### config.mk
export PLATFORM = sky130hd
export DESIGN_NAME = light_curtain_safety_output_logic
export DESIGN_NICKNAME = d
export VERILOG_FILES = /design/src/light_curtain_pkg.sv /design/src/light_curtain_safety_output_logic.sv
export VERILOG_INCLUDE_DIRS = /design/src /design/src/src
export SDC_FILE = /design/constraint.sdc
export NUM_CORES = 1
export LEC_CHECK = 0
export BUFFER_PORTS_ARGS = -buffer_cell sky130_fd_sc_hd__buf_2
export CAP_MARGIN = 25
export CORE_MARGIN = 3
export CORE_UTILIZATION = 60
export CTS_BUF_LIST = sky130_fd_sc_hd__clkbuf_4 sky130_fd_sc_hd__clkbuf_8
export CTS_CLUSTER_SIZE = 8
export DETAILED_ROUTE_END_ITERATION = 16
export GPL_TIMING_DRIVEN = 0
export PLACE_DENSITY = 0.86
export SLEW_MARGIN = 0
export SYNTH_ARGS = -nofsm -noshare
export SYNTH_HDL_FRONTEND = slang
export SYNTH_SLANG_ARGS = --single-unit
### constraint.sdc
create_clock -name ref_clk -period 7.3 [get_ports ref_clk]
set_clock_uncertainty 0.05 [all_clocks]
set_input_delay 0.365 -clock ref_clk [delete_from_list [all_inputs] [get_ports ref_clk]]
set_output_delay 0.365 -clock ref_clk [all_outputs]
set_load 0.03 [all_outputs]
### src/light_curtain_defs.svh
`ifndef LIGHT_CURTAIN_DEFS_SVH
`define LIGHT_CURTAIN_DEFS_SVH

// Geometry
`define BEAM_COUNT 32
`define GUEST_COUNT 2
`define WIDTH_W 16
`define TIMER_W 26

// APB byte offsets
`define ADDR_CTRL 12'h000
`define ADDR_STATUS 12'h004
`define ADDR_WIDTH 12'h008

// Control register fields
`define CTRL_RESTART 0
`define CTRL_FEEDBACK 1
`define CTRL_REDUCED 2
`define CTRL_PRESENCE 3
`define CTRL_LASER 4
`define CTRL_RES30 5
`define CTRL_CODE_LSB 6
`define CTRL_RANGE_LSB 8
`define CTRL_DIAG_LSB 10
`define CTRL_GUESTS_LSB 13
`define CTRL_RESET 15'h0000

// Status register fields
`define STAT_SAFE_ON 0
`define STAT_WAIT_RESET 1
`define STAT_FB_FAULT 2
`define STAT_SYNC_OK 3
`define STAT_CALIBRATED 4
`define STAT_RANGE_FAULT 5
`define STAT_WAKE_LSB 6

// Beam codings
`define CODE_NONE 2'h0
`define CODE_ONE 2'h1
`define CODE_TWO 2'h2

// Field-width ranges
`define RANGE_SMALL 2'h0
`define RANGE_MEDIUM 2'h1
`define RANGE_LARGE 2'h2

// Diagnostic output selections
`define DIAG_RESET_REQ 3'h0
`define DIAG_WEAK 3'h1
`define DIAG_IGNORED 3'h2
`define DIAG_MUTING 3'h3
`define DIAG_OVERRIDE 3'h4
`define DIAG_VALID_OBJ 3'h5

// Field-width limits in mm
`define W14_SMALL_MIN 16'h0096
`define W14_SMALL_MAX 16'h1388
`define W14_MEDIUM_MIN 16'h03e8
`define W14_MEDIUM_MAX 16'h2710
`define W14_LARGE_MIN 16'h07d0
`define W14_LARGE_MAX 16'h4e20
`define W30_MIN 16'h0000
`define W30_SMALL_MAX 16'h1d4c
`define W30_MEDIUM_MAX 16'h3a98
`define W30_LARGE_MAX 16'h7530

// Timing
`define CLK_HZ 100000000
`define CLEAR_TIME_MS 500
`define FEEDBACK_TIME_MS 300

`endif

### src/light_curtain_pkg.sv
package light_curtain_pkg;
  typedef enum logic [2:0] {ST_CALIB, ST_OFF, ST_WAIT_RESET, ST_ON, ST_FAULT} state_t;
  typedef logic [31:0] beams_t;
  typedef logic [15:0] width_t;
endpackage

### src/light_curtain_safety_output_logic.sv
// Behaviour
// - Any completely blocked beam switches the safety outputs off.
// - Synchronisation comes from the optical path only, no electrical link.
// - Field width is measured and adopted at every power-up.
// - Three selectable width ranges per resolution; width may vary inside.
// - Exactly one beam coding: uncoded, code 1 or code 2.
// - Reduced resolution tolerates up to two adjacent blocked beams.
// - Indicators one to four show alignment quality after power-up.
// - Indicators five, six show top beam sync; seven, eight bottom.
// - A switchable control turns the laser alignment aid on and off.
// - Restart interlock keeps outputs off after trip until reset button.
// - Feedback monitoring checks contactors drop out after outputs switch off.
// - Diagnostic output carries one configured status signal.
// - Cascade of at most three units: one host, two guests.
// - Presence mode: guests sleep until host trips, then wake; outputs off.
// - Presence mode: outputs stay off while any field is interrupted.
// - All fields clear 0.5 s: outputs on again, guests sleep.
//
// Local design decisions: register access over APB and the placing of the registers.
`include "light_curtain_defs.svh"
`timescale 1ns/1ps
`default_nettype none

module light_curtain_safety_output_logic #(
  parameter logic [`TIMER_W-1:0] CLEAR_CYCLES =
    `TIMER_W'(`CLEAR_TIME_MS * (`CLK_HZ / 1000)),
  parameter logic [`TIMER_W-1:0] FEEDBACK_CYCLES =
    `TIMER_W'(`FEEDBACK_TIME_MS * (`CLK_HZ / 1000))
) (
  input wire logic ref_clk,
  input wire logic sys_rst,
  input wire logic clkEnable,
  // APB slave
  input wire logic psel,
  input wire logic penable,
  input wire logic pwrite,
  input wire logic [11:0] paddr,
  input wire logic [31:0] pwdata,
  output logic [31:0] prdata,
  output logic pready,
  output logic pslverr,
  // Optical front end, same clock
  input wire light_curtain_pkg::beams_t beamBlocked,
  input wire logic opticalSync,
  input wire logic [1:0] rxCode,
  input wire logic syncTop,
  input wire logic syncBottom,
  input wire logic [2:0] alignLevel,
  input wire logic weakSignal,
  input wire light_curtain_pkg::width_t liveWidth,
  input wire logic widthValid,
  input wire logic mutingActive,
  input wire logic overrideRequired,
  input wire logic validObject,
  // Pins
  input wire logic resetButton,
  input wire logic contactorFeedbackMonitor,
  input wire logic [1:0] guestBlocked,
  output logic [1:0] safetySwitchOutputs,
  output logic [1:0] guestWake,
  output logic laserOn,
  output logic diagOut,
  output logic [7:0] diagLed
);
  import light_curtain_pkg::*;

  state_t state, next_state;
  logic [14:0] ctrl;
  width_t calibWidth, widthMin, widthMax;
  beams_t lowest, pairMask;
  logic [`TIMER_W-1:0] clearTimer, fbTimer;
  logic [3:0] syncStage1, syncStage2, alignBar;
  logic [1:0] guestSync, guestActive, guestMask, guestCount;
  logic calibrated, feedbackFault, tripped, buttonPrev, buttonPress, contactorDropped;
  logic tolerated, fieldViolated, guestInterrupted, anyInterrupted, syncOk, rangeFault;
  logic trip, clearDone, contactorOk, canRestart, rangeBad, apbWrite, apbSetup, addrOk;

  assign guestCount = ctrl[`CTRL_GUESTS_LSB +: 2];

  // Two-flop synchronisers for the pins; stage one feeds stage two only
  always_ff @(posedge ref_clk or posedge sys_rst) begin
    if (sys_rst) begin
      syncStage1 <= 4'h0;
      syncStage2 <= 4'h0;
      buttonPrev <= 1'b0;
    end else if (clkEnable) begin
      syncStage1 <= {guestBlocked, contactorFeedbackMonitor, resetButton};
      syncStage2 <= syncStage1;
      buttonPrev <= syncStage2[0];
    end
  end

  assign buttonPress = syncStage2[0] & ~buttonPrev;
  assign contactorDropped = syncStage2[1];
  assign guestSync = syncStage2[3:2];

  // Blocked-beam evaluation; a run of one or two adjacent beams is tolerable
  assign lowest = beamBlocked & (~beamBlocked + `BEAM_COUNT'(1));
  assign pairMask = lowest | (lowest << 1);
  assign tolerated = ctrl[`CTRL_REDUCED] && (beamBlocked != '0) &&
                     (beamBlocked == lowest || beamBlocked == pairMask);
  assign fieldViolated = (beamBlocked != '0) && !tolerated;

  // Guests count only if fitted and, in presence mode, awake
  generate
    for (genvar g = 0; g < `GUEST_COUNT; g++) begin : gen_guest
      assign guestMask[g] = (2'(g) < guestCount);
      assign guestActive[g] = guestMask[g] &&
                              (!ctrl[`CTRL_PRESENCE] || guestWake[g]);
    end
  endgenerate

  assign guestInterrupted = |(guestSync & guestActive);
  assign anyInterrupted = fieldViolated || guestInterrupted;

  // Optical sync counts only with the configured coding
  assign syncOk = opticalSync && (ctrl[`CTRL_CODE_LSB +: 2] != 2'h3) &&
                  (rxCode == ctrl[`CTRL_CODE_LSB +: 2]);

  // Allowed width window per resolution and range
  always_comb begin
    widthMin = `W30_MIN;
    widthMax = `W30_LARGE_MAX;
    rangeBad = 1'b0;
    case ({ctrl[`CTRL_RES30], ctrl[`CTRL_RANGE_LSB +: 2]})
      {1'b0, `RANGE_SMALL}: {widthMin, widthMax} = {`W14_SMALL_MIN, `W14_SMALL_MAX};
      {1'b0, `RANGE_MEDIUM}: {widthMin, widthMax} = {`W14_MEDIUM_MIN, `W14_MEDIUM_MAX};
      {1'b0, `RANGE_LARGE}: {widthMin, widthMax} = {`W14_LARGE_MIN, `W14_LARGE_MAX};
      {1'b1, `RANGE_SMALL}: widthMax = `W30_SMALL_MAX;
      {1'b1, `RANGE_MEDIUM}: widthMax = `W30_MEDIUM_MAX;
      {1'b1, `RANGE_LARGE}: widthMax = `W30_LARGE_MAX;
      default: rangeBad = 1'b1;
    endcase
  end

  // Width may drift inside the window; leaving it trips the field
  assign rangeFault = calibrated && (rangeBad || liveWidth < widthMin ||
                      liveWidth > widthMax);
  assign trip = anyInterrupted || !syncOk || rangeFault;
  assign clearDone = (clearTimer == CLEAR_CYCLES - `TIMER_W'(1));
  assign contactorOk = !ctrl[`CTRL_FEEDBACK] || contactorDropped;
  // A fresh interruption blocks restart even when the clear time has just run out
  assign canRestart = !trip && (!ctrl[`CTRL_PRESENCE] || clearDone) && contactorOk;

  // Width captured once per power-up, after first valid sync
  always_ff @(posedge ref_clk or posedge sys_rst) begin
    if (sys_rst) begin
      calibrated <= 1'b0;
      calibWidth <= '0;
    end else if (clkEnable && !calibrated && syncOk && widthValid) begin
      calibrated <= 1'b1;
      calibWidth <= liveWidth;
    end
  end

  // Clear-time counter; restarts on any interruption
  always_ff @(posedge ref_clk or posedge sys_rst) begin
    if (sys_rst) begin
      clearTimer <= '0;
    end else if (clkEnable) begin
      if (trip) begin
        clearTimer <= '0;
      end else if (!clearDone) begin
        clearTimer <= clearTimer + `TIMER_W'(1);
      end
    end
  end

  // Contactors must drop within the feedback time once outputs are off
  always_ff @(posedge ref_clk or posedge sys_rst) begin
    if (sys_rst) begin
      fbTimer <= '0;
    end else if (clkEnable) begin
      if (!ctrl[`CTRL_FEEDBACK] || safetySwitchOutputs[0] || contactorDropped) begin
        fbTimer <= '0;
      end else if (fbTimer != FEEDBACK_CYCLES - `TIMER_W'(1)) begin
        fbTimer <= fbTimer + `TIMER_W'(1);
      end
    end
  end

  // Sticky feedback fault; a new detection beats a software clear
  always_ff @(posedge ref_clk or posedge sys_rst) begin
    if (sys_rst) begin
      feedbackFault <= 1'b0;
    end else if (clkEnable) begin
      if (fbTimer == FEEDBACK_CYCLES - `TIMER_W'(1)) begin
        feedbackFault <= 1'b1;
      end else if (apbWrite && paddr == `ADDR_STATUS && pwdata[`STAT_FB_FAULT]) begin
        feedbackFault <= 1'b0;
      end
    end
  end

  // Output state machine
  always_comb begin
    next_state = state;
    case (state)
      ST_CALIB: if (calibrated && syncOk) next_state = ST_OFF;
      ST_ON: if (trip) next_state = ST_OFF;
      ST_OFF: begin
        if (canRestart) begin
          next_state = (ctrl[`CTRL_RESTART] && tripped) ? ST_WAIT_RESET : ST_ON;
        end
      end
      ST_WAIT_RESET: begin
        if (trip) begin
          next_state = ST_OFF;
        end else if (buttonPress && contactorOk) begin
          next_state = ST_ON;
        end
      end
      ST_FAULT: if (!feedbackFault) next_state = ST_OFF;
      default: next_state = ST_CALIB;
    endcase
    if (feedbackFault && state != ST_CALIB) begin
      next_state = ST_FAULT;
    end
  end

  // State, trip memory and safety outputs move together
  always_ff @(posedge ref_clk or posedge sys_rst) begin
    if (sys_rst) begin
      state <= ST_CALIB;
      tripped <= 1'b0;
      safetySwitchOutputs <= 2'h0;
    end else if (clkEnable) begin
      state <= next_state;
      safetySwitchOutputs <= {2{next_state == ST_ON}};
      if (state == ST_ON && next_state != ST_ON) begin
        tripped <= 1'b1;
      end else if (next_state == ST_ON) begin
        tripped <= 1'b0;
      end
    end
  end

  // Guests wake on a host trip and sleep again after the clear time
  always_ff @(posedge ref_clk or posedge sys_rst) begin
    if (sys_rst) begin
      guestWake <= 2'h0;
    end else if (clkEnable) begin
      if (!ctrl[`CTRL_PRESENCE]) begin
        guestWake <= guestMask;
      end else if (fieldViolated) begin
        guestWake <= guestMask;
      end else if (clearDone) begin
        guestWake <= 2'h0;
      end
    end
  end

  // Alignment bar of four; one register holds all lamps, so one process drives it
  generate
    for (genvar i = 0; i < 4; i++) begin : gen_align
      assign alignBar[i] = (alignLevel > 3'(i));
    end
  endgenerate

  always_ff @(posedge ref_clk or posedge sys_rst) begin
    if (sys_rst) begin
      diagLed <= 8'h00;
    end else if (clkEnable) begin
      diagLed <= {{2{syncBottom}}, {2{syncTop}}, alignBar};
    end
  end

  // Diagnostic output mux; unknown selections stay dark
  always_ff @(posedge ref_clk or posedge sys_rst) begin
    if (sys_rst) begin
      diagOut <= 1'b0;
    end else if (clkEnable) begin
      case (ctrl[`CTRL_DIAG_LSB +: 3])
        `DIAG_RESET_REQ: diagOut <= (state == ST_WAIT_RESET);
        `DIAG_WEAK: diagOut <= weakSignal;
        `DIAG_IGNORED: diagOut <= tolerated;
        `DIAG_MUTING: diagOut <= mutingActive;
        `DIAG_OVERRIDE: diagOut <= overrideRequired;
        `DIAG_VALID_OBJ: diagOut <= validObject;
        default: diagOut <= 1'b0;
      endcase
    end
  end

  // APB: zero wait states, read data latched in the setup cycle
  assign apbSetup = psel && !penable;
  assign apbWrite = psel && penable && pwrite && addrOk;
  assign addrOk = (paddr == `ADDR_CTRL) || (paddr == `ADDR_STATUS) ||
                  (paddr == `ADDR_WIDTH);
  assign pready = 1'b1;
  assign pslverr = psel && penable && !addrOk;

  // Configuration; laser aid follows its bit directly
  always_ff @(posedge ref_clk or posedge sys_rst) begin
    if (sys_rst) begin
      ctrl <= `CTRL_RESET;
    end else if (clkEnable && apbWrite && paddr == `ADDR_CTRL) begin
      ctrl <= pwdata[14:0];
    end
  end

  assign laserOn = ctrl[`CTRL_LASER];

  always_ff @(posedge ref_clk or posedge sys_rst) begin
    if (sys_rst) begin
      prdata <= 32'h0;
    end else if (clkEnable && apbSetup) begin
      case (paddr)
        `ADDR_CTRL: prdata <= {17'h0, ctrl};
        `ADDR_STATUS: prdata <= {24'h0, guestWake, rangeFault, calibrated, syncOk,
                                 feedbackFault, state == ST_WAIT_RESET,
                                 safetySwitchOutputs[0]};
        `ADDR_WIDTH: prdata <= {liveWidth, calibWidth};
        default: prdata <= 32'h0;
      endcase
    end
  end
endmodule // light_curtain_safety_output_logic

`default_nettype wire

---- Yosys cells after proc, flatten, opt, wreduce, memory -nomap -nowiden ----
Index checks and enable logic that the tools add are counted.
word-level totals
  latch bits .............................. 0
  input bits .............................. 115
  bits in writable memories ............... 0
  register bits after elaboration ......... 141
  memory bits (read-only) ................. 0
  memories ................................ 0
  word-level logic and storage cells ...... 151
operators by class
  reductions and logical operators ........ 66
  shift-type cells ........................ 0
  mux-type cells .......................... 25
  add/subtract/negate cells ............... 3
  multipliers ............................. 0
  equality and inequality tests ........... 27
  bitwise operators ....................... 6
  magnitude comparators ................... 8
  div/mod/pow operators ................... 0
operator list
  cell                   count
  $mux 26                4
  $pmux 32 s3            1
  $pmux 15 s5            1
  $eq 32x32->1           2
  $add 26x1->26 const B  2
  $pmux 11 s3            1
  $add 32x1->32 const B  1
  $and 32x32->32         1
  $not 32->32            1
  $or 32x32->32          1
  $reduce_bool 32->1     1
  $logic_and 1x1->1      28
  $eq 26x25->1 const B   1
  $eq 26x26->1 const B   1
  $ne 26x25->1 const B   1
  $mux 3                 7
  $eq 3x2->1 const B     6
  $eq 3x3->1 const B     6
  $gt 16x16->1           1
  $lt 16x16->1           1
  $pmux 3 s5             1
  $logic_or 1x1->1       14
  $eq 12x3->1 const B    1
  $eq 12x4->1 const B    1
  22 further kinds       50

---- Depth between registers and ports, before layout ----
Gate-level depths: netlist of the first run.
  depth after elaboration ................. 22
  mapped depth ............................ 17
  gate-level depth less buffers ........... 14

---- Worst setup path before layout of the first run ----
No wires, ideal clock.
  path type ............................... input to register
  from .................................... in beamBlocked[0]
  to ...................................... reg clearTimer[13]
  stages .................................. 13
  data required time ...................... 7.182 ns
  data arrival time ....................... 3.235 ns
  path slack .............................. 3.946 ns
  cells stage by stage .................... buf_2 nor4_4 nand3_2 o41a_1 a2111oi_2 nand4b_1 or4_1 o32ai_2 nor2_2 o21a_1 buf_6 buf_8 nor2_4
on the way
  longest elaborated chain between the ends .. 14
RTL lines
  what                              line                                      text
  from (decl)                       light_curtain_safety_output_logic.sv:43   input wire light_curtain_pkg::beams_t beamBlocked,
  $not 32->32                       light_curtain_safety_output_logic.sv:98   assign lowest = beamBlocked & (~beamBlocked + `BEAM_COUNT'(1));
  $add 32x1->32                     light_curtain_safety_output_logic.sv:98
  $and 32x32->32                    light_curtain_safety_output_logic.sv:98
  $or 32x32->32                     light_curtain_safety_output_logic.sv:99   assign pairMask = lowest | (lowest << 1);
  $eq 32x32->1                      light_curtain_safety_output_logic.sv:101  (beamBlocked == lowest || beamBlocked == pairMask);
  $logic_or 1x1->1                  light_curtain_safety_output_logic.sv:101
  $logic_and 1x1->1                 light_curtain_safety_output_logic.sv:100  assign tolerated = ctrl[`CTRL_REDUCED] && (beamBlocked != '0) &&
  $logic_not 1->1                   light_curtain_safety_output_logic.sv:102  assign fieldViolated = (beamBlocked != '0) && !tolerated;
  $logic_and 1x1->1 *               light_curtain_safety_output_logic.sv:102
  $logic_or 1x1->1 *                light_curtain_safety_output_logic.sv:114  assign anyInterrupted = fieldViolated || guestInterrupted;
  $logic_or 1x1->1 * (2 in series)  light_curtain_safety_output_logic.sv:139  assign trip = anyInterrupted || !syncOk || rangeFault;
  $ne 2x2->1 (no line)              -
  $reduce_and 2->1 (no line)        -
  to (signal assigned)              light_curtain_safety_output_logic.sv:164  clearTimer <= clearTimer + `TIMER_W'(1);
  to (decl)                         light_curtain_safety_output_logic.sv:71   logic [`TIMER_W-1:0] clearTimer, fbTimer;
Mark *: on every way between the ends. The rest lies on a longest branch, timed or not.
A chain may end at the register's enable or synchronous reset.

---- Final worst setup path of the first run ----
  from .................................... reg ctrl[8]
  to ...................................... reg clearTimer[16]
on the way
  longest elaborated chain between the ends .. 9
RTL lines
  what                                                   line                                                                                text
  from (decl)                                            light_curtain_safety_output_logic.sv:68                                             logic [14:0] ctrl;
  from (signal assigned)                                 light_curtain_safety_output_logic.sv:296                                            ctrl <= `CTRL_RESET;
  from (signal assigned)                                 light_curtain_safety_output_logic.sv:298                                            ctrl <= pwdata[14:0];
  $eq 3x2->1, or another cell as far along               light_curtain_safety_output_logic.sv:125                                            case ({ctrl[`CTRL_RES30], ctrl[`CTRL_RANGE_LSB +: 2]})
  $pmux 11 s3 / $reduce_or 6->1 (equally long branches)  -
  $lt 16x16->1 / $mux 1 (equally long branches)          light_curtain_safety_output_logic.sv:137, light_curtain_safety_output_logic.sv:125
  $logic_or 1x1->1                                       light_curtain_safety_output_logic.sv:137                                            assign rangeFault = calibrated && (rangeBad || liveWidth < widthMin ||
  $logic_or 1x1->1 *                                     light_curtain_safety_output_logic.sv:137
  $logic_and 1x1->1 *                                    light_curtain_safety_output_logic.sv:137
  $logic_or 1x1->1 *                                     light_curtain_safety_output_logic.sv:139
  $ne 2x2->1 (no line)                                   -
  $reduce_and 2->1 (no line)                             -
Marked as above.

==> metrics.cfg, run 1 <==
[cells_and_area]
multi_input_comb_area_mm2 = 0.00455
layout_commonest_cell = dfrtp_1
finish.net_count = 1173
synthToLayoutAreaGrowth_pct = 17.1
final_layout_fill_cell_count = 1024
register_area_mm2 = 0.00350
post_route_cells_drive_above_1_share = 0.249
layout.cells.most_common_list = 140 x dfrtp_1, 133 x buf_2, 90 x nor2_1
final_cell_area_mm2 = 0.00984

[power]
power.share.combinational = 0.128
p_leak_nw = 4.42
power.share.clock = 0.429
p_seq_frac = 0.443
power.net_switching_w = 0.000476
power-per-cell-area_mw_per_mm2 = 195
finalPower_w = 0.00192
internal_power_w = 0.00144
netSwitchingFraction = 0.248
ir_worst_vdd_v = 0.000239

[global_routing]
grt_antenna_before_repair = 1
groute.usage.overall = 0.284
grt_overflow_total = 0
maximum_number_of_pins_on_one_net_before_global_route_repair = 72
grt_first_pass_wirelength_mm = 36.2
vias_in_the_first_global_route = 7189

[yosys]
synthArstFlopShare = 1.00
synth_enable_flop_cells = 0
ys_top_cells_by_area = dfrtp_1 42%, mux2_2 6.0%, nor2_1 4.0%
synth_flop_cell = dfrtp_1
post_synth_inst_count = 884
synth.largest_area_cell = dfrtp_1
netlist.area_leader.share = 0.417
mapped_nets = 1023
number_of_synthesized_register_bits = 140
synth_area_mm2 = 0.00841
synth.yosys.seq_area_share = 0.417
synth-warning-count = 0
synth_cell_types = 81
postSynthAreaPerCell_um2 = 9.51

[placed_design]
place_congestion = 0.925
buffer_ports.inserted = 129
detailedPlacementHpwl_mm = 16.2
postPlaceCellArea_mm2 = 0.00931

[detailed_routing]
initialDrtViolationCount = 852
routed_via_density = 6.20
drc = 0
totalWireLength_mm = 22.3
drt_pass1_iterations = 6
wl_per_cell_um = 18.2
dr_total_vias = 7594
antenna_violating_nets_post_route = 0

[cts]
clk_root_buffer_cell = clkbuf_8
cts_tree = built
cts.repair_timing.setup_buffer_count = 0
worst_setup_hold_path_clk_slew_ps = 80
clk_latency_ps = 460
htreeDepth = 4
cts.sinks = 140
cts_inserted_buffers = 17
cts_buffer_depth = 2

[die]
initial_utilization = 0.625
coreArea_mm2 = 0.0135
std_cell_rows = 42
boundaryPins = 163
die_h_um = 124
die_area_mm2 = 0.0155
fp.dieW_um = 124

[sta]
rsz0062_at_grt = false
whs_ps = 86.7
final_slew_viol_count = 0
max-slew-margin-rel = 0.491
final.setup.tns_ps = 0
hold_viol_final = 0
worst_pin_slew_ps = 756
maxClockFrequency_mhz = 261
setup_viol = 0
final_worst_path_period_need_ps = 3830
timing.final.crit_share = 0.524

[worst_setup_path]
crit_path_end_kind = flop
worstSetupPathType = reg -> reg
critical_path.max_fanout = 10
arrival_ps = 4120
critPathRequiredTime_ps = 7590
timing.critical_path.from_type = flop

[worst_hold_path]
hold_path.class = in -> reg

[run]
max_cap_violations = 0

[run_status]
outcome = finished, final reports clean

through the flow:
stage                util  instances  setup slack (ps)
detailed placement  0.692       1190              3310
floorplan               -        884              3130
global placement    0.689       1189              1740
global route        0.732       1224              3260
finish              0.732       1224              3470
CTS                 0.731       1223              3560
cells by family after synthesis:
family,share of synthesized area
flops,0.417
xor+xnor,0.0500
buf+inv,0.0423
mux,0.0829
other cells,0.000446
fa+ha+maj,0.0369
compound gates,0.138
simple gates,0.233
what timing repair did:
action	4_1_cts	5_1_grt
hold buffers	1	0
resized for setup	0	0
hold endpoints to repair	69	0
state kept, by name, summed over array words and instances (netlist names):
name,cells
prdata,32
clearTimer,26
fbTimer,26
calibWidth,16
ctrl,15
diagLed,6
syncStage1,4
syncStage2,4
state,3
guestWake,2
buttonPrev,1
calibrated,1
diagOut,1
feedbackFault,1
safetySwitchOutputs,1
tripped,1
layout make-up:
class,count,share of cell area
diodes,1,0.000254
plain buffers,48,0.0235
clock buffers,20,0.0261
clock inverters,12,0.0271
inverters,33,0.0131
multi-input cells,663,0.462
flip-flops and latches,140,0.356
well taps,176,0.0224
repair buffers,131,0.0694
layer usage:
metal / wire (um) / track usage / up-vias
met4: 647 / 0.0961 / 0
met3: 1650 / 0.0648 / 65
met5: 0 / 0 / -
met2: 10800 / 0.462 / 382
li1: - / - / 3518
met1: 9190 / 0.378 / 3629
cells in the mapped netlist, types with 6 or more instances:
cell type,count
dfrtp_1,140
nor2_1,90
nand2_1,65
mux2_2,45
o21ai_0,42
a21oi_1,38
xor2_1,33
inv_1,32
nand3_1,31
clkbuf_1,30
nor3_1,25
ha_1,24
nand4_1,21
mux2i_1,19
a22o_1,18
nor4_1,16
xnor2_1,15
and3_1,12
or3_1,12
nor2_2,11
nor2_4,10
or2_2,8
nor2b_1,7
nor4b_1,7
or4_1,7
a21o_1,6
nand4b_1,6
path summary, 6_finish.rpt:
check,startpoint,endpoint,slack [ps],cells after the start
setup / recovery,ctrl[8],clearTimer[16],3470,16
hold / removal,pwdata[0],ctrl[0],90,2
setup reg to reg,ctrl[8],clearTimer[16],3470,16
hold reg to reg,prdata[6],prdata[6],430,2
max in group asynchronous,sys_rst,prdata[31],5960,4
min in group asynchronous,sys_rst,ctrl[6],490,3
power groups by stage:
stage	logic [W]	clock network, W	registers (W)
2_1_floorplan	0.000157	0	0.000857
3_3_place_gp	0.000230	0	0.000860
3_5_place_dp	0.000240	0	0.000862
4_1_cts	0.000244	0.000826	0.000847
5_1_grt	0.000268	0.000866	0.000852
6_report	0.000245	0.000822	0.000849
critical path, stage by stage (launching register included):
cell and delay [ps]:
dfrtp_1 350, clkbuf_1 340, inv_1 120, or3_1 440, nand2_1 130, inv_1 80, ha_1 310, a21o_1 200
nor3_1 200, nor3b_1 100, o21ai_0 280, a41oi_1 260, o211ai_1 280, o21a_1 180, buf_6 130, buf_8 200
nor2_4 50
(Power assumes the default switching activity.)
==> inputs of run 2 (changes only) <==
Settings changed: CORE_UTILIZATION 60 to 52, PLACE_DENSITY 0.86 to 0.79.
Clock period 7.3 ns to 3.1 ns, I/O delays scaled along.
==> metrics.cfg, run 2 (same netlist as run 1, synthesis figures left out) <==
[worst_setup_path]
reg2reg_from = ctrl[9]
max_stage_delay_ps = 410  ; -30 ps
r2r_worst_path_depth = 13  ; -3
arrival_ps = 3570  ; -550 ps
critPathRequiredTime_ps = 3360  ; -4230 ps
timing.critical_path.from_type = flop
worst_path_max_delay_cell = dfrtp_1
crit_path_end_kind = flop
regToRegEndpoint = state[0]
r2r_setup_slack_ps = -210  ; -3690 ps
worstSetupPathType = reg -> reg
path_cells = buf_8 > a21oi_2 > ha_1 > a21oi_1 > nor2b_1 > a2111oi_2 > o221ai_2 > o311a_1 > a41oi_2 > o211ai_1 > buf_4 > o41ai_4 > a31oi_1
critical_path.max_fanout = 9  ; -1

[detailed_routing]
drt_pass1_iterations = 5  ; -1
drc = 0  ; unchanged
routed_via_density = 6.02  ; -2.9%
totalWireLength_mm = 24.6  ; +10%
initialDrtViolationCount = 730  ; -14%
wl_per_cell_um = 18.5  ; +1.6%
antenna_violating_nets_post_route = 0  ; unchanged
dr_total_vias = 7979  ; +5.1%

[power]
internal_power_w = 0.00299  ; +110%
power-per-cell-area_mw_per_mm2 = 379  ; +95%
power.net_switching_w = 0.00113  ; +140%
p_seq_frac = 0.484  ; +0.041
netSwitchingFraction = 0.274  ; +0.0260
power.share.clock = 0.350  ; -0.079
p_leak_nw = 4.77  ; +8.0%
power.share.combinational = 0.167  ; +0.039
ir_worst_vdd_v = 0.000317  ; +33%

[sta]
timing.final.crit_share = 1.07  ; +0.544
max-slew-margin-rel = 0.502  ; +0.0104
maxClockFrequency_mhz = 302  ; +16%
rsz0062_at_grt = true
final.setup.tns_ps = -5220  ; -5220 ps
worst_pin_slew_ps = 740  ; -15.5 ps
final_worst_path_period_need_ps = 3310  ; -514 ps
setup_slack_ps = -213  ; -3690 ps
hold_viol_final = 0  ; unchanged
final_slew_viol_count = 0  ; unchanged
whs_ps = 73.5  ; -13.3 ps
setup_viol = 30  ; +30

[cells_and_area]
largest_register_ffs = 32  ; unchanged
post_route_cells_drive_above_1_share = 0.306  ; +0.0568
diodes = 0  ; -1
layout_commonest_cell = dfrtp_1
layout.cells.most_common_list = 139 x dfrtp_1, 134 x buf_2, 84 x nor2_1
final_layout_fill_cell_count = 1137  ; +11%
largest_registers = prdata x32, clearTimer x26, fbTimer x26
registers.top_by_ff_count = prdata
finish.net_count = 1241  ; +5.8%
post-route-util = 0.702  ; -0.0298
fin_cells = 1325  ; +8.3%
synthToLayoutAreaGrowth_pct = 29.2

[global_routing]
grt_antenna_before_repair = 0  ; -1
groute.usage.overall = 0.258  ; -0.0260
maximum_number_of_pins_on_one_net_before_global_route_repair = 43  ; -40%
grt_first_pass_wirelength_mm = 37.5  ; +3.6%
grt_overflow_total = 0  ; unchanged
vias_in_the_first_global_route = 7499  ; +4.3%

[cts]
clk_root_buffer_cell = clkbuf_8
cts_inserted_buffers = 17  ; unchanged
htreeDepth = 4  ; unchanged
cts.sinks = 140  ; unchanged
clk_latency_ps = 460  ; about the same
cts_buffer_depth = 2  ; unchanged
worst_setup_hold_path_clk_slew_ps = 70  ; about the same
cts_tree = built

[worst_hold_path]
hold_endpoint = prdata[4]
min_delay_path_depth = 4  ; +2
min_delay_src = paddr[5]
hold_path.class = in -> reg

[placed_design]
dp.cells = 1227  ; +3.1%
detailedPlacementHpwl_mm = 16.3  ; +0.79%
buffer_ports.inserted = 129  ; unchanged
place_congestion = 0.950  ; +2.7%
preCtsSetupSlack_ps = -731  ; -4040 ps

[die]
die_h_um = 133  ; +7.1%
initial_utilization = 0.543  ; -0.0820
coreArea_mm2 = 0.0155  ; +15%
std_cell_rows = 45  ; +7.1%
die_area_mm2 = 0.0177  ; +15%
boundaryPins = 163  ; unchanged
fp.dieW_um = 133  ; +7.1%

[run]
max_cap_violations = 0  ; unchanged

[run_status]
outcome = finished with violations
violations_in_the_final_reports = negative setup slack

[run 2: cell types whose count changed in the layout (fill, tap and decap cells not counted), sizes merged]
cell and delta:
clkbuf +3, inv -1, diode -1, bufinv -7, buf +29, dlygate4sd3 +41, clkinvlp +2
[run 2: power groups by stage]
| stage | sequential (W) | clock [W] | combinational [W] |
|---|---|---|---|
| after detailed placement | 0.00202 | 0 | 0.000571 |
| after floorplan | 0.00202 | 0 | 0.000370 |
| final | 0.00199 | 0.00144 | 0.000687 |
| after global placement | 0.00202 | 0 | 0.000550 |
| after CTS | 0.00199 | 0.00146 | 0.000625 |
| after global routing | 0.00200 | 0.00154 | 0.000747 |
[run 2: routing by layer]
| metal | vias to the layer above | global-route usage | part of all wire |
|---|---|---|---|
| met4 | 0 | 0.0954 | 0.032 |
| met2 | 369 | 0.417 | 0.48 |
| met1 | 3874 | 0.349 | 0.41 |
| met3 | 71 | 0.0506 | 0.074 |
| li1 | 3665 | - | - |
| met5 | - | 0 | 0 |
[run 2: cell type report]
class                           count  area [um2]  share of cell area
Tap cell                          211         264              0.0243
Multi-Input combinational cell    663        4950               0.455
Inverter                           33         133              0.0122
Clock buffer                       25         325              0.0299
Timing Repair Buffer              201        1370               0.126
Buffer                             46         260              0.0239
Sequential cell                   140        3500               0.322
Clock inverter                      6        60.1             0.00553
[run 2: worst max-delay path by stage]
stage / cells after the start / slack [ps] / end / startpoint
2_1_floorplan: 13 / 1 / clearTimer[13] / beamBlocked[0]
3_3_place_gp: 13 / -850 / clearTimer[15] / beamBlocked[17]
3_5_place_dp: 13 / -730 / clearTimer[8] / beamBlocked[14]
4_1_cts: 12 / 2 / state[0] / beamBlocked[8]
5_1_grt: 14 / -280 / safetySwitchOutputs[0] / ctrl[9]
6_report: 13 / -210 / state[0] / ctrl[9]
[run 2: worst max-delay path, delay by kind of cell, from the launching register on]
family | cells | cell delay, ps
adders and majority gates | 1 | 300
and+or+nand+nor | 1 | 110
DFF | 1 | 410
buffers and inverters | 2 | 360
AOI/OAI and AO/OA | 9 | 1940
[run 2: repair_timing]
action,4_1_cts,5_1_grt
cloned,0,2
setup buffers,8,17
gates resized for setup,30,67
hold buffers,42,0
pin swaps,9,49
hold endpoints to repair,86,0
endpoints found under the setup margin,34,38
[run 2: per-stage QoR]
stage | area (um2) | total power, W
finish | 10900 | 0.00412
global placement | 9330 | 0.00257
detailed placement | 9390 | 0.00260
CTS | 10400 | 0.00408
floorplan | 8420 | 0.00239
global route | 10900 | 0.00429
==> inputs of run 3 (changes only) <==
Settings changed: CAP_MARGIN 25 to default, CORE_ASPECT_RATIO from default to 1.4.
==> metrics.cfg, run 3 (same netlist as run 1, synthesis figures left out) <==
[run_status]
outcome = finished with violations
violations_in_the_final_reports = negative setup slack

[worst_setup_path]
max_stage_delay_ps = 510  ; +100 ps
cp_num_buf_inv = 3  ; +1
r2r_worst_path_depth = 13  ; unchanged
timing.critical_path.from_type = flop
path_cells = nor2_4 > inv_1 > a21oi_2 > inv_1 > ha_1 > nor2b_1 > nand4_1 > o311a_4 > a41oi_4 > o211ai_1 > buf_4 > o41ai_4 > a31oi_1
crit_path_end_kind = flop
critical_path.max_fanout = 10  ; +1
crit_top_cell = inv_1
worst_path_max_delay_cell = dfrtp_2
critPathRequiredTime_ps = 3360  ; about the same
cp_top_family = compound AO/OA/AOI/OAI gates
worstSetupPathType = reg -> reg
worst-path-stages = 13  ; unchanged
arrival_ps = 3470  ; -100 ps

[cts]
cts.sinks = 140  ; unchanged
cts_buffer_depth = 2  ; unchanged
worst_setup_hold_path_clk_slew_ps = 90  ; +20 ps
cts_tree = built
clk_root_buffer_cell = clkbuf_8
htreeDepth = 4  ; unchanged
cts_inserted_buffers = 17  ; unchanged
clk_latency_ps = 460  ; about the same

[cells_and_area]
layout.cells.most_common_list = 139 x dfrtp_1, 133 x buf_2, 87 x nor2_1
final_layout_fill_cell_count = 1174  ; +3.3%
finish.net_count = 1246  ; +0.40%
largest_register_ffs = 32  ; unchanged
layout_commonest_cell = dfrtp_1
largest_registers = prdata x32, clearTimer x26, fbTimer x26
synthToLayoutAreaGrowth_pct = 29.9
registers.top_by_ff_count = prdata
multi_input_comb_area_mm2 = 0.00498  ; +0.66%
register_area_mm2 = 0.00350  ; unchanged
post_route_cells_drive_above_1_share = 0.308  ; +0.00193
final_cell_area_mm2 = 0.0109  ; +0.50%

[die]
die_area_mm2 = 0.0178  ; +0.12%
std_cell_rows = 54  ; +20%
fp.dieW_um = 113  ; -15%
coreArea_mm2 = 0.0157  ; +1.7%
initial_utilization = 0.534  ; -0.00894
boundaryPins = 163  ; unchanged
die_h_um = 156  ; +17%

[power]
ir_worst_vdd_v = 0.000334  ; +5.1%
netSwitchingFraction = 0.286  ; +0.0113
power-per-cell-area_mw_per_mm2 = 382  ; +0.80%
power.share.clock = 0.350  ; about the same
power.share.combinational = 0.171  ; +0.004
power.net_switching_w = 0.00119  ; +5.5%
p_leak_nw = 4.82  ; +0.87%
p_seq_frac = 0.479  ; -0.005
internal_power_w = 0.00298  ; -0.28%
finalPower_w = 0.00417  ; +1.3%

[global_routing]
grt_first_pass_wirelength_mm = 38.3  ; +2.1%
grt-busiest-layer = met2
grt_antenna_before_repair = 1  ; +1
vias_in_the_first_global_route = 7609  ; +1.5%
groute.layer.met2.usage = 0.460  ; +0.0429
groute.usage.overall = 0.268  ; +0.00928
groute.layer.met1.usage = 0.328  ; -0.0202
maximum_number_of_pins_on_one_net_before_global_route_repair = 44  ; +2.3%
grt_overflow_total = 0  ; unchanged
fraction_of_met3_tracks_used_by_global_routing = 0.0460  ; -0.00457

[sta]
whs_ps = 101  ; +27.2 ps
setup_slack_ps = -110  ; +103 ps
setup_viol = 26  ; -13%
hold_viol_final = 0  ; unchanged
maxClockFrequency_mhz = 311  ; +3.2%
timing.final.crit_share = 1.04  ; -0.0331
rsz0062_at_grt = true
final_slew_viol_count = 0  ; unchanged
max-slew-margin-rel = 0.507  ; +0.00518
final.setup.tns_ps = -751  ; +4470 ps
worst_pin_slew_ps = 733  ; -7.71 ps
final_worst_path_period_need_ps = 3210  ; -103 ps

[detailed_routing]
totalWireLength_mm = 25.2  ; +2.4%
initialDrtViolationCount = 628  ; -14%
wl_per_cell_um = 19.1  ; +3.1%
routed_via_density = 6.06  ; +0.67%
dr_total_vias = 7984  ; +0.063%
drc = 0  ; unchanged
antenna_violating_nets_post_route = 0  ; unchanged
drt_pass1_iterations = 5  ; unchanged

[placed_design]
buffer_ports.inserted = 129  ; unchanged
preCtsSetupSlack_ps = -692  ; +38.3 ps
postPlaceCellArea_mm2 = 0.00938  ; -0.20%
detailedPlacementHpwl_mm = 17.1  ; +4.9%
place_congestion = 0.982  ; +3.4%

[run]
max_cap_violations = 0  ; unchanged

[worst_hold_path]
hold_path.class = in -> reg
min_delay_path_depth = 5  ; +1

-- run 3: power by group through the flow --
stage / clock network, W / registers (W) / logic (W)
final: 0.00146 / 0.00200 / 0.000714
after global routing: 0.00156 / 0.00200 / 0.000774
after CTS: 0.00147 / 0.00199 / 0.000637
after detailed placement: 0 / 0.00203 / 0.000579
after global placement: 0 / 0.00202 / 0.000554
after floorplan: 0 / 0.00202 / 0.000370
-- run 3: what timing repair did --
item / in CTS / in global routing
gates cloned: 0 / 1
buffers inserted: 9 / 21
hold endpoints to repair: 81 / 0
resized for setup: 27 / 73
endpoints found under the setup margin: 32 / 39
pin swaps: 6 / 37
hold buffers: 43 / 0
-- run 3: final cells by class --
type / instances / area share
clock buffer: 24 / 0.0280
antenna: 1 / 0.000229
inverter: 33 / 0.0117
buffer: 46 / 0.0245
tap: 196 / 0.0225
clock inverter: 8 / 0.00779
multi-input combinational: 663 / 0.456
sequential: 140 / 0.321
timing repair buffer: 206 / 0.128
-- run 3: worst paths after layout --
path	from	endpoint	slack, ps
max in group asynchronous	sys_rst	ctrl[5]	1580
max	ctrl[5]	state[0]	-110
min	paddr[2]	prdata[5]	100
max reg2reg	ctrl[5]	state[0]	-110
min in group asynchronous	sys_rst	diagLed[0]	270
min reg2reg	prdata[7]	prdata[7]	440
-- run 3: stage by stage --
stage,std cells,util
after global routing,1317,0.694
after detailed placement,1212,0.596
after floorplan,884,-
after global placement,1209,0.592
final,1317,0.694
after CTS,1294,0.659
-- run 3: tightest hold or removal path, delay by kind of cell --
family / cells / cell delay (ps)
AO/OA/AOI/OAI: 1 / 70
AND/OR/NAND/NOR: 3 / 240
buffers and inverters: 1 / 110
-- run 3: per-layer routing --
metal / wire, um / vias up
li1: - / 3652
met1: 9760 / 3901
met2: 12900 / 341
met3: 1450 / 90
met4: 1040 / 0
met5: 0 / -
